File: config.mk
export PLATFORM = sky130hd
export DESIGN_NAME = dopwm_top
export DESIGN_NICKNAME = d
export VERILOG_FILES = /design/src/dopwm_pkg.sv /design/src/dopwm_top.sv
export SDC_FILE = /design/constraint.sdc
export NUM_CORES = 1
export LEC_CHECK = 0
export BUFFER_PORTS_ARGS = -buffer_cell sky130_fd_sc_hd__buf_2
export CORE_ASPECT_RATIO = 1.25
export CORE_MARGIN = 1
export CORE_UTILIZATION = 25
export DETAILED_ROUTE_END_ITERATION = 7
export PLACE_DENSITY_LB_ADDON = 0.12
export SLEW_MARGIN = 40
export SYNTH_ARGS = -nofsm -noshare
export SYNTH_HDL_FRONTEND = slang
export SYNTH_SLANG_ARGS = --single-unit
export TNS_END_PERCENT = 100
File: constraint.sdc
create_clock -name CLK -period 20.1 [get_ports CLK]
set_input_delay 3.015 -clock CLK [delete_from_list [all_inputs] [get_ports CLK]]
set_output_delay 3.015 -clock CLK [all_outputs]
set_load 0.02 [all_outputs]
File: src/dopwm_pkg.sv
/*
  Constants, field layout, bus state and carrier types of the
  dual output PWM timer.
  Assumes a 32-bit AHB-Lite bus and a single 100 MHz clock.
*/
package dopwm_pkg;

  // ****************************************
  // Register byte offsets
  // ****************************************
  localparam logic [7:0] OFS_PERIOD = 8'h00;
  localparam logic [7:0] OFS_RETURN_B = 8'h04;
  localparam logic [7:0] OFS_ACTIVE_A = 8'h08;
  localparam logic [7:0] OFS_ACTIVE_B = 8'h0C;
  localparam logic [7:0] OFS_PERIOD_BUF = 8'h10;
  localparam logic [7:0] OFS_RETURN_BUF = 8'h14;
  localparam logic [7:0] OFS_ACT_A_BUF = 8'h18;
  localparam logic [7:0] OFS_ACT_B_BUF = 8'h1C;
  localparam logic [7:0] OFS_PORT_LATCH = 8'h20;
  localparam logic [7:0] OFS_PORT_DIR = 8'h24;
  localparam logic [7:0] OFS_CONTROL = 8'h28;
  localparam logic [7:0] OFS_IRQ_STATUS = 8'h2C;
  localparam logic [7:0] OFS_IRQ_CLEAR = 8'h30;
  localparam logic [7:0] OFS_IRQ_ENABLE = 8'h34;
  localparam logic [7:0] OFS_COUNTER = 8'h38;

  // ****************************************
  // Control register fields
  // ****************************************
  localparam int CTL_START = 0;
  localparam int CTL_THREE_REGISTER_PWM_MODE = 1;
  localparam int CTL_CCLR_LO = 2;
  localparam int CTL_LVL_A = 5;
  localparam int CTL_LVL_B = 6;
  localparam int CTL_BF_C0 = 8;
  localparam int CTL_BF_D0 = 9;
  localparam int CTL_BF_C1 = 10;
  localparam int CTL_BF_D1 = 11;
  localparam int CTL_TCK_LO = 12;
  localparam logic [2:0] CCLR_ON_PERIOD = 3'h1;

  // ****************************************
  // Interrupt bits and pins
  // ****************************************
  localparam int IRQ_A = 0;
  localparam int IRQ_B = 1;
  localparam int IRQ_C = 2;
  localparam int IRQ_D = 3;
  localparam int IRQ_OVF = 4;
  localparam int IRQ_W = 5;
  localparam int PIN_FIRST = 7;
  localparam int PIN_SECOND = 5;

  // ****************************************
  // Reset values
  // ****************************************
  localparam logic [15:0] RST_PERIOD = 16'hFFFF;
  localparam logic [15:0] RST_CMP = 16'h0000;
  localparam logic [15:0] RST_CONTROL = 16'h0000;
  localparam logic [7:0] RST_PORT_DIR = 8'hFF;
  localparam logic [7:0] RST_PORT_LATCH = 8'h00;
  localparam logic [4:0] RST_PRESCALE = 5'h00;

  // ****************************************
  // Types
  // ****************************************
  typedef enum logic [3:0] {
    ST_IDLE = 4'b0001,
    ST_WR = 4'b0010,
    ST_RD = 4'b0100,
    ST_RDY = 4'b1000
  } dopwm_state_type;

  typedef struct packed {
    logic [7:0] addr;
    logic write;
  } dopwm_aphase_type;

endpackage : dopwm_pkg

File: src/dopwm_top.sv
/*
  Dual output PWM timer: 16-bit counter, period and edge compares,
  buffered next-period values, port direction and latch, and
  maskable interrupt, behind an AHB-Lite slave.
  Assumes one clock, all inputs synchronous to it.
*/
// Decided for this implementation: the AHB-Lite register port and the register offsets.

// What this block does
// The overflow interrupt is raised from the overflow flag only while its enable bit is 1.
// Enable bit 3 lets a set match-D flag request an interrupt, else none.
// Enable bit 2 lets a set match-C flag request an interrupt, else none.
// Enable bit 1 lets a set match-B flag request an interrupt, else none.
// Enable bit 0 lets a set match-A flag request an interrupt, else none.
// The 16-bit period register takes any value and sets the period of both pins.
// The first-pin active point sets when that pin goes active, kept at most the period.
// The second-pin active point sets when that pin goes active, kept at most its return point.
// The second-pin return point sends that pin back, kept between its active point and period.
// With its select bit at 1 each buffer holds the next-period value of its compare.
// With its select bit at 0 a buffer has no effect on either pin.
// Software loads the buffers in the same order as the active compares.
// A direction bit of 0 drives the pin, 1 turns the driver off for input.
// With clear select 001 the counter clears on a period match and repeats.
// Level select 0 starts a pin low, high on its active match, low on its return match.
// Buffer values are copied into the compares at the period match.
module dopwm_top
  import dopwm_pkg::*;
(
  // Clock, reset, freeze
  input wire logic CLK,
  input wire logic RST,
  input wire logic CE,
  // AHB-Lite slave
  input wire logic HSEL,
  input wire logic [31:0] HADDR,
  input wire logic [1:0] HTRANS,
  input wire logic HWRITE,
  input wire logic [2:0] HSIZE,
  input wire logic [31:0] HWDATA,
  input wire logic HREADY,
  output logic [31:0] HRDATA,
  output logic HREADYOUT,
  output logic HRESP,
  // Port pins
  input wire logic [7:0] PORT_IN,
  output logic [7:0] PORT_OUT,
  output logic [7:0] PORT_OE,
  // Interrupt
  output logic IRQ
);

  // ****************************************
  // Functions
  // ****************************************
  function automatic logic [31:0] zext16(input logic [15:0] v);
    zext16 = {16'h0000, v};
  endfunction : zext16

  function automatic logic [31:0] zext8(input logic [7:0] v);
    zext8 = {24'h0000_00, v};
  endfunction : zext8

  function automatic logic [4:0] tck_mask(input logic [2:0] sel);
    case (sel)
      3'h1: tck_mask = 5'h01;
      3'h2: tck_mask = 5'h03;
      3'h3: tck_mask = 5'h07;
      3'h4: tck_mask = 5'h1F;
      default: tck_mask = 5'h00;
    endcase
  endfunction : tck_mask

  // ****************************************
  // Storage
  // ****************************************
  dopwm_state_type state_reg;
  dopwm_state_type state_next;
  dopwm_aphase_type aph_reg;
  logic [31:0] hrdata_reg;
  logic [15:0] period_reg;
  logic [15:0] ret_b_reg;
  logic [15:0] act_a_reg;
  logic [15:0] act_b_reg;
  logic [15:0] period_buf_reg;
  logic [15:0] ret_buf_reg;
  logic [15:0] act_a_buf_reg;
  logic [15:0] act_b_buf_reg;
  logic [7:0] latch_reg;
  logic [7:0] dir_reg;
  logic [15:0] ctl_reg;
  logic [IRQ_W-1:0] stat_reg;
  logic [IRQ_W-1:0] ien_reg;
  logic [15:0] cnt_reg;
  logic [15:0] cnt_next;
  logic [4:0] pre_reg;
  logic act_a_reg_q;
  logic act_b_reg_q;
  logic [7:0] port_out_reg;

  // ****************************************
  // Bus decode
  // ****************************************
  wire take = HSEL & HTRANS[1] & HREADY;
  wire wr_go = (state_reg == ST_WR) & aph_reg.write;
  wire [7:0] wa = aph_reg.addr;
  wire [15:0] wd16 = HWDATA[15:0];
  wire [7:0] wd8 = HWDATA[7:0];
  wire wr_period = wr_go & (wa == OFS_PERIOD);
  wire wr_ret_b = wr_go & (wa == OFS_RETURN_B);
  wire wr_act_a = wr_go & (wa == OFS_ACTIVE_A);
  wire wr_act_b = wr_go & (wa == OFS_ACTIVE_B);
  wire wr_pbuf = wr_go & (wa == OFS_PERIOD_BUF);
  wire wr_rbuf = wr_go & (wa == OFS_RETURN_BUF);
  wire wr_abuf = wr_go & (wa == OFS_ACT_A_BUF);
  wire wr_bbuf = wr_go & (wa == OFS_ACT_B_BUF);
  wire wr_latch = wr_go & (wa == OFS_PORT_LATCH);
  wire wr_dir = wr_go & (wa == OFS_PORT_DIR);
  wire wr_ctl = wr_go & (wa == OFS_CONTROL);
  wire wr_clr = wr_go & (wa == OFS_IRQ_CLEAR);
  wire wr_ien = wr_go & (wa == OFS_IRQ_ENABLE);
  wire wr_cnt = wr_go & (wa == OFS_COUNTER);

  // ****************************************
  // Read mux
  // ****************************************
  wire [7:0] ra = aph_reg.addr;
  wire [7:0] port_view = (latch_reg & ~dir_reg) | (PORT_IN & dir_reg);
  wire [31:0] rd_word =
    (ra == OFS_PERIOD) ? zext16(period_reg) :
    (ra == OFS_RETURN_B) ? zext16(ret_b_reg) :
    (ra == OFS_ACTIVE_A) ? zext16(act_a_reg) :
    (ra == OFS_ACTIVE_B) ? zext16(act_b_reg) :
    (ra == OFS_PERIOD_BUF) ? zext16(period_buf_reg) :
    (ra == OFS_RETURN_BUF) ? zext16(ret_buf_reg) :
    (ra == OFS_ACT_A_BUF) ? zext16(act_a_buf_reg) :
    (ra == OFS_ACT_B_BUF) ? zext16(act_b_buf_reg) :
    (ra == OFS_PORT_LATCH) ? zext8(port_view) :
    (ra == OFS_PORT_DIR) ? zext8(dir_reg) :
    (ra == OFS_CONTROL) ? zext16(ctl_reg) :
    (ra == OFS_IRQ_STATUS) ? zext8({3'h0, stat_reg}) :
    (ra == OFS_IRQ_ENABLE) ? zext8({3'h0, ien_reg}) :
    (ra == OFS_COUNTER) ? zext16(cnt_reg) :
    32'h0000_0000;

  // ****************************************
  // Bus state machine
  // ****************************************
  // Reads cost one wait state, writes none
  always_comb begin
    state_next = state_reg;
    case (state_reg)
      ST_IDLE, ST_WR, ST_RDY: begin
        if (take) begin
          state_next = HWRITE ? ST_WR : ST_RD;
        end else begin
          state_next = ST_IDLE;
        end
      end
      ST_RD: begin
        state_next = ST_RDY;
      end
      default: begin
        state_next = ST_IDLE;
      end
    endcase
  end

  always_ff @(posedge CLK or posedge RST) begin
    if (RST) begin
      state_reg <= ST_IDLE;
      aph_reg <= '0;
      hrdata_reg <= 32'h0000_0000;
    end else if (CE) begin
      state_reg <= state_next;
      if (take && state_reg != ST_RD) begin
        aph_reg <= '{addr: HADDR[7:0], write: HWRITE};
      end
      if (state_reg == ST_RD) begin
        hrdata_reg <= rd_word;
      end
    end
  end

  assign HRDATA = hrdata_reg;
  assign HREADYOUT = CE & (state_reg != ST_RD);
  assign HRESP = 1'b0;

  // ****************************************
  // Control fields
  // ****************************************
  wire run = ctl_reg[CTL_START];
  wire three_register_pwm_mode = ctl_reg[CTL_THREE_REGISTER_PWM_MODE];
  wire [2:0] cclr = ctl_reg[CTL_CCLR_LO +: 3];
  wire [2:0] tck = ctl_reg[CTL_TCK_LO +: 3];
  wire lvl_a = ctl_reg[CTL_LVL_A];
  wire lvl_b = ctl_reg[CTL_LVL_B];
  wire bf_c0 = ctl_reg[CTL_BF_C0];
  wire bf_d0 = ctl_reg[CTL_BF_D0];
  wire bf_c1 = ctl_reg[CTL_BF_C1];
  wire bf_d1 = ctl_reg[CTL_BF_D1];

  // ****************************************
  // Prescaler and counter
  // ****************************************
  wire [4:0] pmask = tck_mask(tck);
  wire tick = run & ((pre_reg & pmask) == pmask);
  wire m_period = tick & (cnt_reg == period_reg);
  wire m_ret_b = tick & (cnt_reg == ret_b_reg);
  wire m_act_a = tick & (cnt_reg == act_a_reg);
  wire m_act_b = tick & (cnt_reg == act_b_reg);
  wire m_c = tick & (cnt_reg == period_buf_reg);
  wire m_d = tick & (cnt_reg == ret_buf_reg);
  wire clr_hit = m_period & (cclr == CCLR_ON_PERIOD);
  wire ovf_hit = tick & ~clr_hit & (cnt_reg == 16'hFFFF);
  wire xfer = m_period;

  // Copies stay idle while a select bit is 0
  wire cp_period = xfer & bf_c0;
  wire cp_ret_b = xfer & bf_d0;
  wire cp_act_a = xfer & bf_c1;
  wire cp_act_b = xfer & bf_d1;

  always_comb begin
    cnt_next = cnt_reg;
    if (wr_cnt) begin
      cnt_next = wd16;
    end else if (clr_hit) begin
      cnt_next = 16'h0000;
    end else if (tick) begin
      cnt_next = cnt_reg + 16'h0001;
    end
  end

  always_ff @(posedge CLK or posedge RST) begin
    if (RST) begin
      cnt_reg <= RST_CMP;
      pre_reg <= RST_PRESCALE;
    end else if (CE) begin
      cnt_reg <= cnt_next;
      pre_reg <= run ? pre_reg + 5'h01 : RST_PRESCALE;
    end
  end

  // ****************************************
  // Compare and buffer registers
  // ****************************************
  always_ff @(posedge CLK or posedge RST) begin
    if (RST) begin
      period_reg <= RST_PERIOD;
      ret_b_reg <= RST_CMP;
      act_a_reg <= RST_CMP;
      act_b_reg <= RST_CMP;
    end else if (CE) begin
      if (wr_period) begin
        period_reg <= wd16;
      end else if (cp_period) begin
        period_reg <= period_buf_reg;
      end
      if (wr_ret_b) begin
        ret_b_reg <= wd16;
      end else if (cp_ret_b) begin
        ret_b_reg <= ret_buf_reg;
      end
      if (wr_act_a) begin
        act_a_reg <= wd16;
      end else if (cp_act_a) begin
        act_a_reg <= act_a_buf_reg;
      end
      if (wr_act_b) begin
        act_b_reg <= wd16;
      end else if (cp_act_b) begin
        act_b_reg <= act_b_buf_reg;
      end
    end
  end

  always_ff @(posedge CLK or posedge RST) begin
    if (RST) begin
      period_buf_reg <= RST_CMP;
      ret_buf_reg <= RST_CMP;
      act_a_buf_reg <= RST_CMP;
      act_b_buf_reg <= RST_CMP;
    end else if (CE) begin
      if (wr_pbuf) period_buf_reg <= wd16;
      if (wr_rbuf) ret_buf_reg <= wd16;
      if (wr_abuf) act_a_buf_reg <= wd16;
      if (wr_bbuf) act_b_buf_reg <= wd16;
    end
  end

  // ****************************************
  // Control, port and enable registers
  // ****************************************
  always_ff @(posedge CLK or posedge RST) begin
    if (RST) begin
      ctl_reg <= RST_CONTROL;
      latch_reg <= RST_PORT_LATCH;
      dir_reg <= RST_PORT_DIR;
      ien_reg <= '0;
    end else if (CE) begin
      if (wr_ctl) ctl_reg <= wd16;
      if (wr_latch) latch_reg <= wd8;
      if (wr_dir) dir_reg <= wd8;
      if (wr_ien) ien_reg <= HWDATA[IRQ_W-1:0];
    end
  end

  // ****************************************
  // PWM edges
  // ****************************************
  // Return match wins when both edges coincide
  wire act_a_next = m_period ? 1'b0 : (m_act_a ? 1'b1 : act_a_reg_q);
  wire act_b_next = m_ret_b ? 1'b0 : (m_act_b ? 1'b1 : act_b_reg_q);
  wire pin_a = act_a_reg_q ^ lvl_a;
  wire pin_b = act_b_reg_q ^ lvl_b;

  always_ff @(posedge CLK or posedge RST) begin
    if (RST) begin
      act_a_reg_q <= 1'b0;
      act_b_reg_q <= 1'b0;
    end else if (CE) begin
      if (!run) begin
        act_a_reg_q <= 1'b0;
        act_b_reg_q <= 1'b0;
      end else begin
        act_a_reg_q <= act_a_next;
        act_b_reg_q <= act_b_next;
      end
    end
  end

  // ****************************************
  // Port output
  // ****************************************
  wire [7:0] pin_mux = three_register_pwm_mode ?
    {pin_a, latch_reg[6], pin_b, latch_reg[4:0]} : latch_reg;

  always_ff @(posedge CLK or posedge RST) begin
    if (RST) begin
      port_out_reg <= RST_PORT_LATCH;
    end else if (CE) begin
      port_out_reg <= pin_mux;
    end
  end

  assign PORT_OUT = port_out_reg;
  assign PORT_OE = ~dir_reg;

  // ****************************************
  // Interrupt status
  // ****************************************
  // Set wins over a clear in the same cycle
  wire [IRQ_W-1:0] ev = {ovf_hit, m_d, m_c, m_ret_b, m_period};
  wire [IRQ_W-1:0] clr = wr_clr ? HWDATA[IRQ_W-1:0] : '0;

  always_ff @(posedge CLK or posedge RST) begin
    if (RST) begin
      stat_reg <= '0;
    end else if (CE) begin
      stat_reg <= (stat_reg & ~clr) | ev;
    end
  end

  wire irq_ovf = stat_reg[IRQ_OVF] & ien_reg[IRQ_OVF];
  wire irq_d = stat_reg[IRQ_D] & ien_reg[IRQ_D];
  wire irq_c = stat_reg[IRQ_C] & ien_reg[IRQ_C];
  wire irq_b = stat_reg[IRQ_B] & ien_reg[IRQ_B];
  wire irq_a = stat_reg[IRQ_A] & ien_reg[IRQ_A];

  // Level output, high while any enabled status bit is set
  assign IRQ = irq_ovf | irq_d | irq_c | irq_b | irq_a;

endmodule : dopwm_top

# Word level (Yosys, flattened, before mapping)
# Index checks and enable logic that the tools add are counted.
# op_classes
n_addsub,2
n_mul,0
div_mod_pow,0
n_lt_le_gt_ge,0
eq_ne,34
n_shift,0
muxes,38
n_bitwise,52
n_reduce_logical,25
# ops
op,count
$mux W16,25
$eq A16 B16 Y1,6
$eq A8 B6 Y1 const B,7
$and A1 B1 Y1,37
$reduce_and A2 Y1,17
$eq A8 B5 Y1 const B,4
$pmux W5 S4,1
$add A16 B1 Y16 const B,1
$and A8 B8 Y8,2
$eq A16 B16 Y1 const B,1
$eq A8 B4 Y1 const B,2
$and A5 B5 Y5,2
$mux W5,2
$eq A8 B3 Y1 const B,1
$logic_not A8 Y1,1
$mux W8,1
$not A8 Y8,1
$or A8 B8 Y8,1
$pmux W4 S2,1
$reduce_bool A2 Y1,4
$eq A3 B1 Y1 const B,2
$eq A3 B2 Y1 const B,2
$mux W1,6
$mux W3,2
other kinds (17),22
# word_totals
regBits,246
latch_bits,0
ram_bits,0
romBits,0
inputBits,83
output_inout_bits,51
elab_cells,173
n_memories,0

# Logic depth before layout (Yosys ltp)
# logic_depth
ltp_word,15
mapped_depth,9

# Worst setup path before layout
# Ideal clock, no wire load.
# synth_timing
path_kind,in2out
from,input port CE
to,output port HREADYOUT
arrival_time_ns,3.953
slack_ns,13.132
cell_stages,4
n_path_buf,2
cell_sequence,clkbuf_1 inv_1 clkbuf_1 nor2_1
# synth_between
elab_chain_len,1
# synth_rtl
item,line_no,source
start: declaration,dopwm_top.sv:32,"input wire logic CE,"
$and A1 B1 Y1,dopwm_top.sv:185,assign HREADYOUT = CE & (state_reg != ST_RD);
end: declaration,dopwm_top.sv:42,"output logic HREADYOUT,"
# No other way between the ends.

# Worst setup path in the final report
# Ends and elaborated chain as after synthesis.

==> results.md <==
- Status: completed
- Main synth FF type: dfrtp_1
- Mapped Cells: 1350
- Share of the synthesized area in the top cell type: 38.22%
- Post-synth EDFFs: 0
- Final Hold Violating Endpoints: 0
- Vias: 11259
- Ports: roughly 130
- Initial antenna violation count: 1
- CP required: about 17 ns
- Dpl hpwl: about 40000 µm
- Die Wd: about 210 µm
- PnR worst setup slack: ~13 ns
- Area of the multi-input gates: around 0.0070 mm²
- Starting Density: around 25%
- Die ar.: about 0.055 mm²
- Setup Buffers After CTS: 0
- Die height: approximately 260 µm
- Drt first-iter violations: ~1100
- CTS HTree Levels: 1
- Number of max-cap violations: 0
- Kind of critical path: input pin to primary output
- Fin. max-slew vios: 0
- Power per Cell Area: 78.73 mW/mm²
- DR WL/cell: ~28 µm
- Grt total ovfl: 0
- CP Cell Sequence: buf_4, inv_1, nor2_1, buf_2
- Sequential standard cell area: about 0.0058 mm²
- Final worst-path cycle share: 34.08%
- Leak: roughly 6.5 nW
- Resized cells post-CTS: 0
- Synth Cell Area: 0.01342 mm²
- Clock Latency Late Sink: a little under 0.6 ns
- Maximum vdd drop: around 66 µV
- All-layer global routing usage: approximately a fifth
- First-pass GRT wire length: between 80000 and 90000 µm
- Clock sink count: 230
- Syn_area_per_cell: 9.943 µm²
- Vias per cell: 5.452
- Nets: about 1500
- Seq/Total Area, Yosys: between 40 and 50%
- Root buffer cell: clkbuf_16
- Final Setup Violations: 0
- Clock Skews: approximately 0.018 ns
- Area leader, netlist: dfrtp_1
- CTS tree: built
- Post-layout min period: around 6.9 ns
- Total CTS buffers: 28
- Netlist cell types: 81
- Finished Core Util: 29.06%
- Setup_tns: 0 ns
- Design area: 0.01535 mm²
- Clk buf depth: 3
- Ant. Diodes: 0
- Synth-to-layout area growth: 14.34%
- CORE AREA: 0.05281 mm²
- DRT Wirelength: 58230 µm
- Placed cell count: ~2000
- DRC: 0
- Crit end category: primary output
- Largest net degree at the start of global routing: 98
- Hold Path Class: flip-flop to flip-flop
- DRT Pass-1 Iters: 8
- Register bit total from synthesis: 230
- Top cells by area, synth: dfrtp_1 38%, mux2_2 9.8%, xnor2_1 5.4%
- Gpl congestion: 0.9420
- Startpoint types: input pin
- RSZ-0062 raised after global routing: false
- # rows: 94
- Finished Layout Cells: 2065
- Synth async-reset ratio: 100.0%
- Worst slew margin: 44.23%
- Highest clock rate: 146.0 MHz
- Sum of buffers and inverters on the critical path: 3
- Total power: between 1 and 1.5 mW
- Antenna viol nets, final: 0
- Crit-path max FO: 25
- Worst-Margin Slew: between 0.8 and 0.9 ns
- Port Buf Inserts: 72
- Syn. warnings: 0
- Worst-path clk slew: 0.06 ns
- Largest delay share family, worst path: buffers and inverters
- Min Hold Slack: about 0.48 ns
- Share of cells above drive strength 1: between 20% and 30%
- Post-Place Worst Slack: 13.23 ns
- # hold bufs at CTS: 0
- Critical path arrival: between 3 and 4 ns
- Vias in the first global route: between 10000 and 15000
- Fillers: 5465
- CP max-delay cell: buf_4
- Placed Area: ~0.014 mm²
- Slowest cell delay on critical path: between 0.3 and 0.4 ns
## cell type report
class / count / area share, %
multi-input cells: 973 / 45.84
flip-flops and latches: 230 / 37.72
clock buffers: 44 / 5.682
well taps: 672 / 5.479
repair buffers: 98 / 3.734
inverters: 40 / 1.060
clock inverters: 8 / 0.4810
## worst min-delay path: stages, from the launching register on
cell	delay [ns]
dfrtp_1	0.35
nand2_1	0.05
nand2_1	0.05
## cells in the final DEF, fill, tap and decap left out, types with 12 or more instances in the layout
master     instances
nand3_1           19
nand2_1           57
nor2_1           132
dfstp_2           25
nor3_1            12
o221a_1           33
xor2_1            17
nand4_1           22
o221a_2           31
o21ai_0           56
xnor2_1           82
dfrtp_1          203
mux2_2           117
buf_4             23
o22ai_1           24
buf_2             71
inv_1             38
a22oi_1           24
clkbuf_16         29
conb_1            17
mux2i_1           22
nor4_1            12
a21oi_1          120
## worst paths after layout
path,from,to,slack [ns],cells after the start
worst max-delay path,CE,HREADYOUT,13.25,4
worst min-delay path,HRDATA[1],HRDATA[1],0.48,2
worst max register to register,ra[2],period_reg[11],16.28,6
worst min register to register,HRDATA[1],HRDATA[1],0.48,2
max in group asynchronous,RST,HRDATA[9],16.44,3
min in group asynchronous,RST,act_b_reg[11],2.48,2
## power breakdown
group          internal (mW)  switching (mW)
registers              0.475          0.0247
logic                 0.0529           0.128
clock network          0.309           0.219
## Yosys cell counts (4+ instances only)
cell / count
nor2b_1: 10
nor3_1: 13
dfrtp_1: 205
a21oi_1: 120
o221a_1: 33
a2bb2oi_1: 4
o22ai_1: 24
a32oi_1: 7
nor3b_1: 6
a21o_1: 6
o22a_1: 5
or3_1: 11
xor2_1: 17
mux2_2: 117
a222oi_1: 5
and3_1: 4
nand4_1: 22
inv_1: 40
dfstp_2: 25
buf_2: 29
xnor2_1: 82
nor4_1: 15
o21a_1: 4
a22o_1: 9
buf_1: 5
clkbuf_1: 63
nand2b_1: 7
nor2_1: 134
buf_6: 6
buf_4: 20
a211oi_1: 5
o221a_2: 31
nand2_1: 58
a31oi_1: 5
a22oi_1: 24
a221oi_1: 9
o21ai_0: 56
nand3_1: 19
mux2i_1: 22
o2bb2ai_1: 5
## per-layer routing
layer	routed length (µm)	vias up	track usage (%)	part of all wire, %
li1	-	4985	-	-
met1	24650	5791	26.99	42
met2	28030	382	36.02	48
met3	2837	101	2.458	4.9
met4	2709	0	9.804	4.7
met5	0	-	0	0
## cells by family after synthesis
family | after synthesis | share of synthesized area (%)
and+or+nand+nor | 335 | 12.64
AOI/OAI and AO/OA | 380 | 20.23
muxes | 140 | 11.62
DFF | 230 | 43.11
other | 1 | 0.02794
buffers and inverters | 163 | 5.723
xor gates and xnor gates | 99 | 6.460
adders and majority gates | 2 | 0.1864
Power figures use the tool's default switching activity.
